## config.mk

```make
export PLATFORM = sky130hd
export DESIGN_NAME = dcc_chopper
export DESIGN_NICKNAME = d
export VERILOG_FILES = /design/src/dcc_chopper.v
export VERILOG_INCLUDE_DIRS = /design/src
export SDC_FILE = /design/constraint.sdc
export NUM_CORES = 1
export LEC_CHECK = 0
export BUFFER_PORTS_ARGS = -buffer_cell sky130_fd_sc_hd__buf_4
export CAP_MARGIN = 20
export CORE_ASPECT_RATIO = 0.9
export CORE_MARGIN = 1.5
export CORE_UTILIZATION = 28
export DETAILED_ROUTE_END_ITERATION = 7
export GPL_ROUTABILITY_DRIVEN = 0
export PLACE_DENSITY = 0.55
export SYNTH_ARGS = -nofsm -noshare
export SYNTH_HDL_FRONTEND = slang
export SYNTH_SLANG_ARGS = --single-unit
```

## constraint.sdc

```tcl
create_clock -name i_core_clk -period 6.45 [get_ports i_core_clk]
set_input_delay 1.935 -clock i_core_clk [delete_from_list [all_inputs] [get_ports i_core_clk]]
set_output_delay 1.935 -clock i_core_clk [all_outputs]
set_load 0.05 [all_outputs]
```

## src/dcc_defines.vh

```
`ifndef DCC_DEFINES_VH
`define DCC_DEFINES_VH

// ----------------------------------------
// timing
// ----------------------------------------
// core clock rate in Hz
`define DCC_CLK_HZ 125000000
// chopping frequency in Hz (nominal 26.5 kHz, kept in tenths of Hz)
`define DCC_CHOP_DHZ 265000
// chopping period in core cycles, rounded down
`define DCC_CHOP_CYC ((`DCC_CLK_HZ * 10) / `DCC_CHOP_DHZ)
// dead time on direction change in ns, and cycles rounded up
`define DCC_DEAD_NS 1000
`define DCC_DEAD_CYC ((`DCC_DEAD_NS * (`DCC_CLK_HZ / 1000000) + 999) / 1000)
`define DCC_CNT_W 16

// ----------------------------------------
// analog scaling
// ----------------------------------------
// reference and sense codes share one scale; trip = ref * 18 / 100
`define DCC_CODE_W 12
`define DCC_TRIP_NUM 8'h12
`define DCC_TRIP_DEN 8'h64

// ----------------------------------------
// thermal
// ----------------------------------------
`define DCC_TEMP_W 9
`define DCC_TSD_ON_C 9'h0A0
`define DCC_TSD_HYST_C 9'h014

// ----------------------------------------
// bridge leg encoding on o_bridge_ch* [3:0] = {a_hi, a_lo, b_hi, b_lo}
// ----------------------------------------
`define DCC_LEG_OFF 4'h0
`define DCC_LEG_A_TO_B 4'h9
`define DCC_LEG_B_TO_A 4'h6

`endif

```

## src/dcc_chopper.v

```verilog
`include "dcc_defines.vh"

module dcc_chopper (
	input wire i_core_clk,
	input wire i_rst,
	input wire i_ce,
	input wire [1:0] i_direction,
	input wire [`DCC_CODE_W-1:0] i_ref_ch1,
	input wire [`DCC_CODE_W-1:0] i_ref_ch2,
	input wire [`DCC_CODE_W-1:0] i_sense_ch1,
	input wire [`DCC_CODE_W-1:0] i_sense_ch2,
	input wire [`DCC_TEMP_W-1:0] i_die_temp_c,
	output reg [3:0] o_bridge_ch1,
	output reg [3:0] o_bridge_ch2,
	output reg o_osc_tick,
	output reg o_thermal_shutdown
);

	// ----------------------------------------
	// constants
	// ----------------------------------------
	// whole-number copies, so the narrow counter constants are cut on purpose
	// dead time is at least one cycle even if the macro rounds down to zero
	localparam integer CHOP_CYC_I = `DCC_CHOP_CYC;
	localparam integer DEAD_CYC_I = (`DCC_DEAD_CYC < 1) ? 1 : `DCC_DEAD_CYC;
	localparam [`DCC_CNT_W-1:0] CHOP_LAST = CHOP_CYC_I[`DCC_CNT_W-1:0] - {{(`DCC_CNT_W-1){1'b0}}, 1'b1};
	localparam [`DCC_CNT_W-1:0] DEAD_CYC = DEAD_CYC_I[`DCC_CNT_W-1:0];
	localparam [`DCC_TEMP_W-1:0] TSD_ON = `DCC_TSD_ON_C;
	localparam [`DCC_TEMP_W-1:0] TSD_OFF = `DCC_TSD_ON_C - `DCC_TSD_HYST_C;

	// ----------------------------------------
	// per-channel states
	// ----------------------------------------
	localparam [1:0] ST_OFF = 2'h0;
	localparam [1:0] ST_DEAD = 2'h1;
	localparam [1:0] ST_ON = 2'h2;

	// ----------------------------------------
	// decode helpers
	// ----------------------------------------
	function [`DCC_CODE_W+4:0] trip_level;
		input [`DCC_CODE_W-1:0] ref_code;
		reg [`DCC_CODE_W+7:0] prod;
		begin
			prod = ref_code * `DCC_TRIP_NUM;
			trip_level = prod[`DCC_CODE_W+4:0];
		end
	endfunction

	function [3:0] leg_drive;
		input dir;
		begin
			leg_drive = dir ? `DCC_LEG_A_TO_B : `DCC_LEG_B_TO_A;
		end
	endfunction

	// sense scaled by 100 against ref scaled by 18, so no divider is needed
	function trip_hit;
		input [`DCC_CODE_W-1:0] sense_code;
		input [`DCC_CODE_W-1:0] ref_code;
		reg [`DCC_CODE_W+7:0] sense_x;
		begin
			sense_x = sense_code * `DCC_TRIP_DEN;
			trip_hit = (sense_x >= {3'h0, trip_level(ref_code)});
		end
	endfunction

	// ----------------------------------------
	// shared oscillator
	// ----------------------------------------
	reg [`DCC_CNT_W-1:0] osc_cnt_ff;
	reg [`DCC_CNT_W-1:0] nxt_osc_cnt;
	reg tick;

	// free running: the wrap is the one shared trigger for both latches
	// o_osc_tick shows it one cycle late, beside the bridge codes it sets
	always @* begin
		tick = (osc_cnt_ff == CHOP_LAST);
		if (tick) begin
			nxt_osc_cnt = {`DCC_CNT_W{1'b0}};
		end else begin
			nxt_osc_cnt = osc_cnt_ff + {{(`DCC_CNT_W-1){1'b0}}, 1'b1};
		end
	end

	always @(posedge i_core_clk) begin
		if (i_rst) begin
			osc_cnt_ff <= {`DCC_CNT_W{1'b0}};
			o_osc_tick <= 1'b0;
		end else if (i_ce) begin
			osc_cnt_ff <= nxt_osc_cnt;
			o_osc_tick <= tick;
		end
	end

	// ----------------------------------------
	// thermal shutdown with hysteresis
	// ----------------------------------------
	reg nxt_tsd;

	// limits kept apart so a die near the trip point does not chatter
	always @* begin
		nxt_tsd = o_thermal_shutdown;
		if (i_die_temp_c > TSD_ON) begin
			nxt_tsd = 1'b1;
		end else if (i_die_temp_c <= TSD_OFF) begin
			nxt_tsd = 1'b0;
		end
	end

	always @(posedge i_core_clk) begin
		if (i_rst) begin
			o_thermal_shutdown <= 1'b0;
		end else if (i_ce) begin
			o_thermal_shutdown <= nxt_tsd;
		end
	end

	// ----------------------------------------
	// channel latches
	// ----------------------------------------
	wire [`DCC_CODE_W-1:0] ref_v [0:1];
	wire [`DCC_CODE_W-1:0] sense_v [0:1];
	wire [7:0] nxt_bridge_v;
	assign ref_v[0] = i_ref_ch1;
	assign ref_v[1] = i_ref_ch2;
	assign sense_v[0] = i_sense_ch1;
	assign sense_v[1] = i_sense_ch2;

	genvar ch;
	generate
		for (ch = 0; ch < 2; ch = ch + 1) begin : g_ch
			reg [1:0] state_ff;
			reg [1:0] nxt_state;
			reg dir_ff;
			reg [`DCC_CNT_W-1:0] dead_ff;
			reg [`DCC_CNT_W-1:0] nxt_dead;
			reg [3:0] nxt_drive;
			wire trip = trip_hit(sense_v[ch], ref_v[ch]);
			wire dir_chg = (i_direction[ch] != dir_ff);

			always @* begin
				nxt_state = state_ff;
				nxt_dead = dead_ff;
				case (state_ff)
					ST_OFF: begin
						// reset dominates: a trip still asserted at the tick keeps the leg off
						if (tick && !trip) begin
							nxt_state = ST_ON;
						end
					end
					ST_DEAD: begin
						// counts down to one, then waits dark for a fresh trigger
						if (dead_ff > 1) begin
							nxt_dead = dead_ff - 1'b1;
						end else begin
							nxt_state = ST_OFF;
						end
					end
					ST_ON: begin
						if (trip) begin
							nxt_state = ST_OFF;
						end
					end
					default: nxt_state = ST_OFF;
				endcase
				if (dir_chg) begin
					// both legs dark for the dead time; waits for next tick after it
					nxt_state = ST_DEAD;
					nxt_dead = DEAD_CYC;
				end
				if (o_thermal_shutdown) begin
					nxt_state = ST_OFF;
				end
				nxt_drive = (nxt_state == ST_ON) ? leg_drive(i_direction[ch]) : `DCC_LEG_OFF;
			end

			always @(posedge i_core_clk) begin
				if (i_rst) begin
					state_ff <= ST_OFF;
					// a high direction at release costs one dead time first
					dir_ff <= 1'b0;
					dead_ff <= {`DCC_CNT_W{1'b0}};
				end else if (i_ce) begin
					state_ff <= nxt_state;
					dir_ff <= i_direction[ch];
					dead_ff <= nxt_dead;
				end
			end

			assign nxt_bridge_v[ch*4 +: 4] = nxt_drive;
		end
	endgenerate

	// ----------------------------------------
	// bridge outputs
	// ----------------------------------------
	// each bridge pin comes straight from a flop, so no decode glitch reaches the legs
	// reset loads the off code on both channels
	always @(posedge i_core_clk) begin
		if (i_rst) begin
			o_bridge_ch1 <= `DCC_LEG_OFF;
			o_bridge_ch2 <= `DCC_LEG_OFF;
		end else if (i_ce) begin
			o_bridge_ch1 <= nxt_bridge_v[3:0];
			o_bridge_ch2 <= nxt_bridge_v[7:4];
		end
	end

endmodule // dcc_chopper

```

==> results of run 1 <==
==> power by group through the flow <==
stage | Sequential [mW] | Clock (mW) | Combinational, mW
2_1_floorplan | 0.418 | 0 | 0.655
3_3_place_gp | 0.421 | 0 | 0.833
3_5_place_dp | 0.421 | 0 | 0.838
4_1_cts | 0.414 | 0.521 | 0.846
5_1_grt | 0.417 | 0.538 | 0.981
6_report | 0.414 | 0.510 | 0.835
==> metrics by stage <==
| stage | std cells | total power [mW] | utilization | hold WS [ns] | setup WS (ns) |
|---|---|---|---|---|---|
| floorplan | 782 | 1.07 | - | 0.457 | 0.534 |
| CTS | 1156 | 1.78 | 0.335 | 0.483 | 0.408 |
| global placement | 1140 | 1.25 | 0.321 | 0.478 | 0.142 |
| global route | 1156 | 1.94 | 0.335 | 0.501 | 0.0619 |
| detailed placement | 1140 | 1.26 | 0.321 | 0.474 | 0.0928 |
| finish | 1156 | 1.76 | 0.335 | 0.483 | 0.452 |
==> final cells by class <==
| type | count | area (µm²) | share of cell area |
|---|---|---|---|
| flip-flops and latches | 60 | 1200 | 0.154 |
| well taps | 302 | 378 | 0.0483 |
| multi-input cells | 618 | 5050 | 0.646 |
| clock buffers | 11 | 243 | 0.0311 |
| repair buffers | 71 | 533 | 0.0682 |
| clock inverters | 5 | 75.1 | 0.00960 |
| inverters | 89 | 334 | 0.0427 |
==> kinds of logic after synthesis <==
kind of cell	count (synthesis)	synth area share
flops	60	0.180
fa+ha+maj	169	0.336
mux	4	0.00601
buf+inv	104	0.0609
xor+xnor	81	0.107
compound gates	146	0.144
simple gates	218	0.166
==> cells in the final DEF (no fill, tap or decap), types with 4 or more instances in the layout <==
master	instances
nand4_1	10
ha_1	153
xnor2_1	45
o31a_1	4
or3_1	6
a211oi_1	5
o31ai_1	6
xor2_1	36
nand3_1	9
or2_2	5
and3_1	8
nand2b_1	6
nand2_1	46
nor4_1	5
inv_1	89
o21a_1	5
dfxtp_1	60
buf_4	71
fa_1	16
nor3_1	20
a21o_1	16
mux2i_1	4
o21ai_0	20
clkbuf_16	9
nor2_1	65
nor2b_1	10
or4_1	4
nand3b_1	4
a21oi_1	56
==> path summary, 6_finish.rpt <==
path,from,end,slack (ns),cells past startpoint
setup / recovery,i_sense_ch2[2],o_bridge_ch2[0],0.45,19
hold / removal,g_ch[0].dead_ff[7],g_ch[0].dead_ff[7],0.48,2
setup reg to reg,g_ch[1].dead_ff[8],g_ch[1].dead_ff[15],3.91,7
hold reg to reg,g_ch[0].dead_ff[7],g_ch[0].dead_ff[7],0.48,2
==> flip-flops by register name, summed over array words and instances, names as in the netlist <==
signal	cells
o_osc_tick	1
o_bridge_ch2	2
osc_cnt_ff	16
g_ch.dir_ff	2
o_bridge_ch1	2
g_ch.dead_ff	32
g_ch.state_ff	4
o_thermal_shutdown	1
==> tightest hold or removal path, stage by stage, from the launching register on <==
cell,delay [ns]
dfxtp_1,0.31
o31ai_1,0.06
a21oi_1,0.06
==> metal layers <==
layer,part of all wire,GRT usage
met4,0.0094,0.0281
met2,0.42,0.181
met1,0.52,0.160
met3,0.049,0.0211
met5,0,0
==> summary.md, run 1 <==
| Metric | Value |
|---|---|
| Design area | `0.00782 mm²` |
| Pint | `approximately 1.1 mW` |
| Worst-Margin Slew | `between 0.9 and 1 ns` |
| First-pass GRT wire length | `23.6 mm` |
| Postcts setup bufs | `0` |
| CTS H-Tree Depth | `3` |
| Max Clock Freq | `roughly 170 MHz` |
| NetSw | `approximately 630 µW` |
| Crit end category | `register` |
| Vias after detailed routing | `roughly 5.3k` |
| Worst vdd ir | `approximately 110 µV` |
| Initial DRC count | `159` |
| MaxCap Viol Count | `0` |
| Synth top cells by count | `ha_1, inv_1, nor2_1` |
| Switching share of power | `0.356` |
| Starting Density | `0.285` |
| Hold crit path type | `register to register` |
| Synth-to-layout area growth | `17.4%` |
| Final WL | `roughly 13 mm` |
| Reg clk slew, reported paths | `roughly 0.050 ns` |
| Crit path max-delay family | `adder cells` |
| Final count of hold timing violations | `0` |
| Async SR Flop Fraction | `0` |
| Sequential power share | `0.235` |
| Crit share post-route | `0.930` |
| Post-DRT Antenna Nets | `0` |
| Cells after Synth | `just under 800` |
| Total track usage | `0.115` |
| RSZ-0062 raised after global routing | `no` |
| Fillcell total | `around 2.5k` |
| CP required | `around 6.7 ns` |
| Finish-stage setup viols | `0` |
| Power share of the clock group | `0.290` |
| Syn nets | `between 1k and 1.5k` |
| Clk_lat worst skew | `approximately 0.33 ns` |
| N_diodes | `0` |
| Root Driver | `clkbuf_16` |
| Share of cells above drive strength 1 | `0.118` |
| Syn avg cell area | `around 8.5 µm²` |
| Top cells by area, synth | `ha_1, dfxtp_1, xnor2_1` |
| Max incr delay on CP | `0.47 ns` |
| Hold-fix buffers at CTS | `0` |
| Core Footprint | `0.0233 mm²` |
| Yosys top cell area share | `0.287` |
| CP Buf/Inv Count | `1` |
| Arr. time, crit path | `6.26 ns` |
| GRT Residual Overflow | `0` |
| Die height | `149 µm` |
| Io pins | `slightly above 70` |
| CTS Sinks | `60` |
| Leakage | `roughly 3.8 nW` |
| Fin nets | `between 1k and 1.5k` |
| Gate power share | `0.475` |
| CTS tree | `done` |
| Yosys cell types | `63` |
| DIE AREA | `between 0.02 and 0.025 mm²` |
| Die X-Extent | `around 170 µm` |
| Yosys reg bits | `60` |
| Yosys warns | `0` |
| Synth area leader | `ha_1` |
| Clock skew | `a little over 0.007 ns` |
| CP Max Fanout | `4` |
| Setup Crit Path Kind | `input port to register` |
| Slowest cell on the critical path | `fa_1` |
| Vias per cell | `4.62` |
| Startpoint types | `input port` |
| Placed Area | `0.00750 mm²` |
| Routed length per instance | `around 11 µm` |
| Sequential area share after synthesis | `0.180` |
| Status | `finished clean` |
| Residual DRC | `0` |
| Tmin final | `between 5 and 6 ns` |
| Power density cells | `225 mW/mm²` |
| Core Rows | `53` |
| Max-slew violations | `0` |
| Post-CTS Resized | `0` |
| Mapped Area | `between 0.006 and 0.007 mm²` |
| Port Buffer Count | `71` |
| Largest net degree at the start of global routing | `27` |
| DPL Wire Length | `between 10 and 15 mm` |
| Max clock buf depth | `2` |
| TritonRoute pass-1 iters | `4` |
| Most Frequent Cell on Critical Path | `ha_1` |
| Initial antenna violation count | `0` |
| CTS Buf Count | `9` |
| Slew headroom | `0.351` |
| Post-Route Setup TNS | `0 ns` |
| Post-synth EDFFs | `0` |
| Critical path, cell by cell | `buf_4 > ha_1 > ha_1 > fa_1 > ha_1 > nor2b_1 > o31a_1 > o211ai_1 > nand2_1 > a21o_1 > a21oi_1 > xnor2_1 > ha_1 > or4_1 > a211oi_1 > o221a_2 > o31ai_1 > nor3_1 > a32o_1` |
| Top-count cell post-synth | `ha_1` |
| Primary FF master, synth | `dfxtp_1` |
| Vias in the first global route | `between 5k and 6k` |
Power figures use the tool's default switching activity.
==> run 2, diff against run 1 <==
--- a/config.mk
+++ b/config.mk
@@ -13,7 +13,8 @@
 export CORE_UTILIZATION = 28
 export DETAILED_ROUTE_END_ITERATION = 7
 export GPL_ROUTABILITY_DRIVEN = 0
-export PLACE_DENSITY = 0.55
+export PLACE_DENSITY = 0.47
+export SLEW_MARGIN = 20
 export SYNTH_ARGS = -nofsm -noshare
 export SYNTH_HDL_FRONTEND = slang
 export SYNTH_SLANG_ARGS = --single-unit
==> constraint.sdc (replaced) <==
create_clock -name i_core_clk -period 6.9 [get_ports i_core_clk]
set_input_delay 2.07 -clock i_core_clk [delete_from_list [all_inputs] [get_ports i_core_clk]]
set_output_delay 2.07 -clock i_core_clk [all_outputs]
set_load 0.05 [all_outputs]
==> summary.md, run 2 (synthesis results as in run 1) <==
| Metric | Value |
|---|---|
| Status | `finished clean (unchanged)` |
| Post-CTS Resized | `0 (unchanged)` |
| Max-slew violations | `0 (unchanged)` |
| CP Max Fanout | `4 (unchanged)` |
| First-pass GRT wire length | `23.9 mm (was 23.6 mm)` |
| GRT met3 Usage | `0.0225 (was 0.0211)` |
| Global routing's busiest layer | `met2 (unchanged)` |
| Setup Crit Path Kind | `input port to register (unchanged)` |
| DIE AREA | `0.0247 mm² (unchanged)` |
| Die height | `149 µm (unchanged)` |
| Max clock buf depth | `2 (unchanged)` |
| CP Buf/Inv Count | `1 (unchanged)` |
| Most flops, register | `g_ch.dead_ff (unchanged)` |
| Residual DRC | `0 (unchanged)` |
| Initial DRC count | `152 (was 159)` |
| Arr. time, crit path | `6.46 ns (was 6.26 ns)` |
| Finish-stage setup viols | `0 (unchanged)` |
| Tmin final | `slightly above 6 ns` |
| Postcts setup bufs | `0 (unchanged)` |
| Commonest cells after routing, fill and taps aside | `ha_1, inv_1, buf_4, nor2_1, dfxtp_1 (unchanged)` |
| Max incr delay on CP | `0.47 ns (about the same)` |
| Final WL | `13.4 mm (was 13.1 mm)` |
| CP required | `7.17 ns (was 6.71 ns)` |
| CTS Buf Count | `9 (unchanged)` |
| Port Buffer Count | `71 (unchanged)` |
| Most Frequent Cell on Critical Path | `ha_1 (unchanged)` |
| Worst vdd ir | `132 µV (was 105 µV)` |
| Crit share post-route | `0.898` |
| Total track usage | `0.118 (was 0.115)` |
| Crit path max-delay family | `adder cells (unchanged)` |
| Design Power | `1.60 mW (was 1.76 mW)` |
| Startpoint types | `input port (unchanged)` |
| N_diodes | `0 (unchanged)` |
| Largest net degree at the start of global routing | `27 (unchanged)` |
| Slew headroom | `0.391 (was 0.351)` |
| DPL Wire Length | `11.3 mm (was 11.0 mm)` |
| Hold crit path type | `register to register (unchanged)` |
| Initial antenna violation count | `0 (unchanged)` |
| Final Util | `0.334 (was 0.335)` |
| Worst-Margin Slew | `0.910 ns (was 0.971 ns)` |
| Largest registers | `g_ch.dead_ff: 32 flops, osc_cnt_ff: 16 flops, g_ch.state_ff: 4 flops (unchanged)` |
| Post-DRT Antenna Nets | `0 (unchanged)` |
| Vias in the first global route | `5362 (was 5269)` |
| Power density cells | `206 mW/mm² (was 225 mW/mm²)` |
| Reg clk slew, reported paths | `0.05 ns (about the same)` |
| TritonRoute pass-1 iters | `4 (unchanged)` |
| CTS H-Tree Depth | `3 (unchanged)` |
| Critical path, cell by cell | `buf_4 > ha_1 > ha_1 > fa_1 > ha_1 > nor2b_1 > o31a_1 > o211ai_1 > nand2_1 > a21o_1 > a21oi_1 > xnor2_1 > ha_1 > or4_1 > a211oi_1 > o221a_2 > o31ai_1 > nor3_1 > a32o_1 (unchanged)` |
| Vias after detailed routing | `5292 (was 5346)` |
| Share of cells above drive strength 1 | `0.116 (was 0.118)` |
| Crit end category | `register (unchanged)` |
| Grt met2 use | `0.194 (was 0.181)` |
| CTS tree | `done (unchanged)` |
| Core Rows | `53 (unchanged)` |
| Slowest cell on the critical path | `fa_1 (unchanged)` |
| Synth-to-layout area growth | `17.0% (was 17.4%)` |
| Starting Density | `0.285 (unchanged)` |
| Post-Route Setup TNS | `0 ns (unchanged)` |
| Hold-fix buffers at CTS | `0 (unchanged)` |
| MaxCap Viol Count | `0 (unchanged)` |
| Final count of hold timing violations | `0 (unchanged)` |
| Core Footprint | `0.0233 mm² (unchanged)` |
| Max Clock Freq | `between 150 and 200 MHz` |
| CTS Sinks | `60 (unchanged)` |
| RSZ-0062 raised after global routing | `no (unchanged)` |
| Max FFs per register | `32 (unchanged)` |
| Clk_lat worst skew | `0.33 ns (about the same)` |
| Commonest non-fill, non-tap cell in the layout | `ha_1 (unchanged)` |
| Vias per cell | `4.59 (was 4.62)` |
| Leakage | `3.78 nW (was 3.79 nW)` |
| Clock skew | `0.00872 ns (was 0.00710 ns)` |
| Root Driver | `clkbuf_16 (unchanged)` |
| Fin nets | `1080 (unchanged)` |
| Fin cells | `1154 (was 1156)` |
| Dpl cells | `1140 (unchanged)` |
| Met1 usage | `0.160 (about the same)` |
| Die X-Extent | `166 µm (unchanged)` |
| Routed length per instance | `11.6 µm (was 11.3 µm)` |
| Io pins | `72 (unchanged)` |
| GRT Residual Overflow | `0 (unchanged)` |
[run 2: final timing paths]
| path | startpoint | end | slack, ns | depth (start not counted) |
|---|---|---|---|---|
| setup / recovery | i_sense_ch2[2] | o_bridge_ch2[2] | 0.70 | 19 |
| hold / removal | o_osc_tick | o_osc_tick | 0.48 | 2 |
| setup reg to reg | g_ch[0].dead_ff[8] | g_ch[0].dead_ff[4] | 4.31 | 7 |
| hold reg to reg | o_osc_tick | o_osc_tick | 0.48 | 2 |
[run 2: per-layer routing]
metal  vias up  wire [µm]
li1       2875          -
met1      2360       7080
met2        52       5860
met3         5        389
met4         0         85
met5         -          0
[run 2: area by class of cell]
type / instances / area (µm²)
clock inverters: 2 / 35.0
flip-flops and latches: 60 / 1200
repair buffers: 71 / 533
multi-input cells: 618 / 5050
inverters: 89 / 334
fillers: 2487 / 15600
well taps: 302 / 378
clock buffers: 12 / 256
[run 2: worst min-delay path: stages (launching register included)]
cell	delay (ns)
dfxtp_1	0.30
nand2b_1	0.06
a21oi_1	0.06
[run 2: power by group]
| group | internal, mW | switching (mW) | total, mW | leakage (nW) |
|---|---|---|---|---|
| clock | 0.294 | 0.145 | 0.438 | 0.145 |
| sequential | 0.368 | 0.0189 | 0.387 | 0.489 |
| combinational | 0.366 | 0.413 | 0.779 | 3.14 |
[run 2: per-stage QoR]
stage               worst slack, ns  instance area [µm²]  hold slack (ns)
floorplan                     0.849                 6660            0.457
global placement              0.473                 7500            0.467
detailed placement            0.398                 7500            0.478
CTS                           0.717                 7790            0.485
global route                  0.331                 7790            0.501
finish                        0.702                 7790            0.475
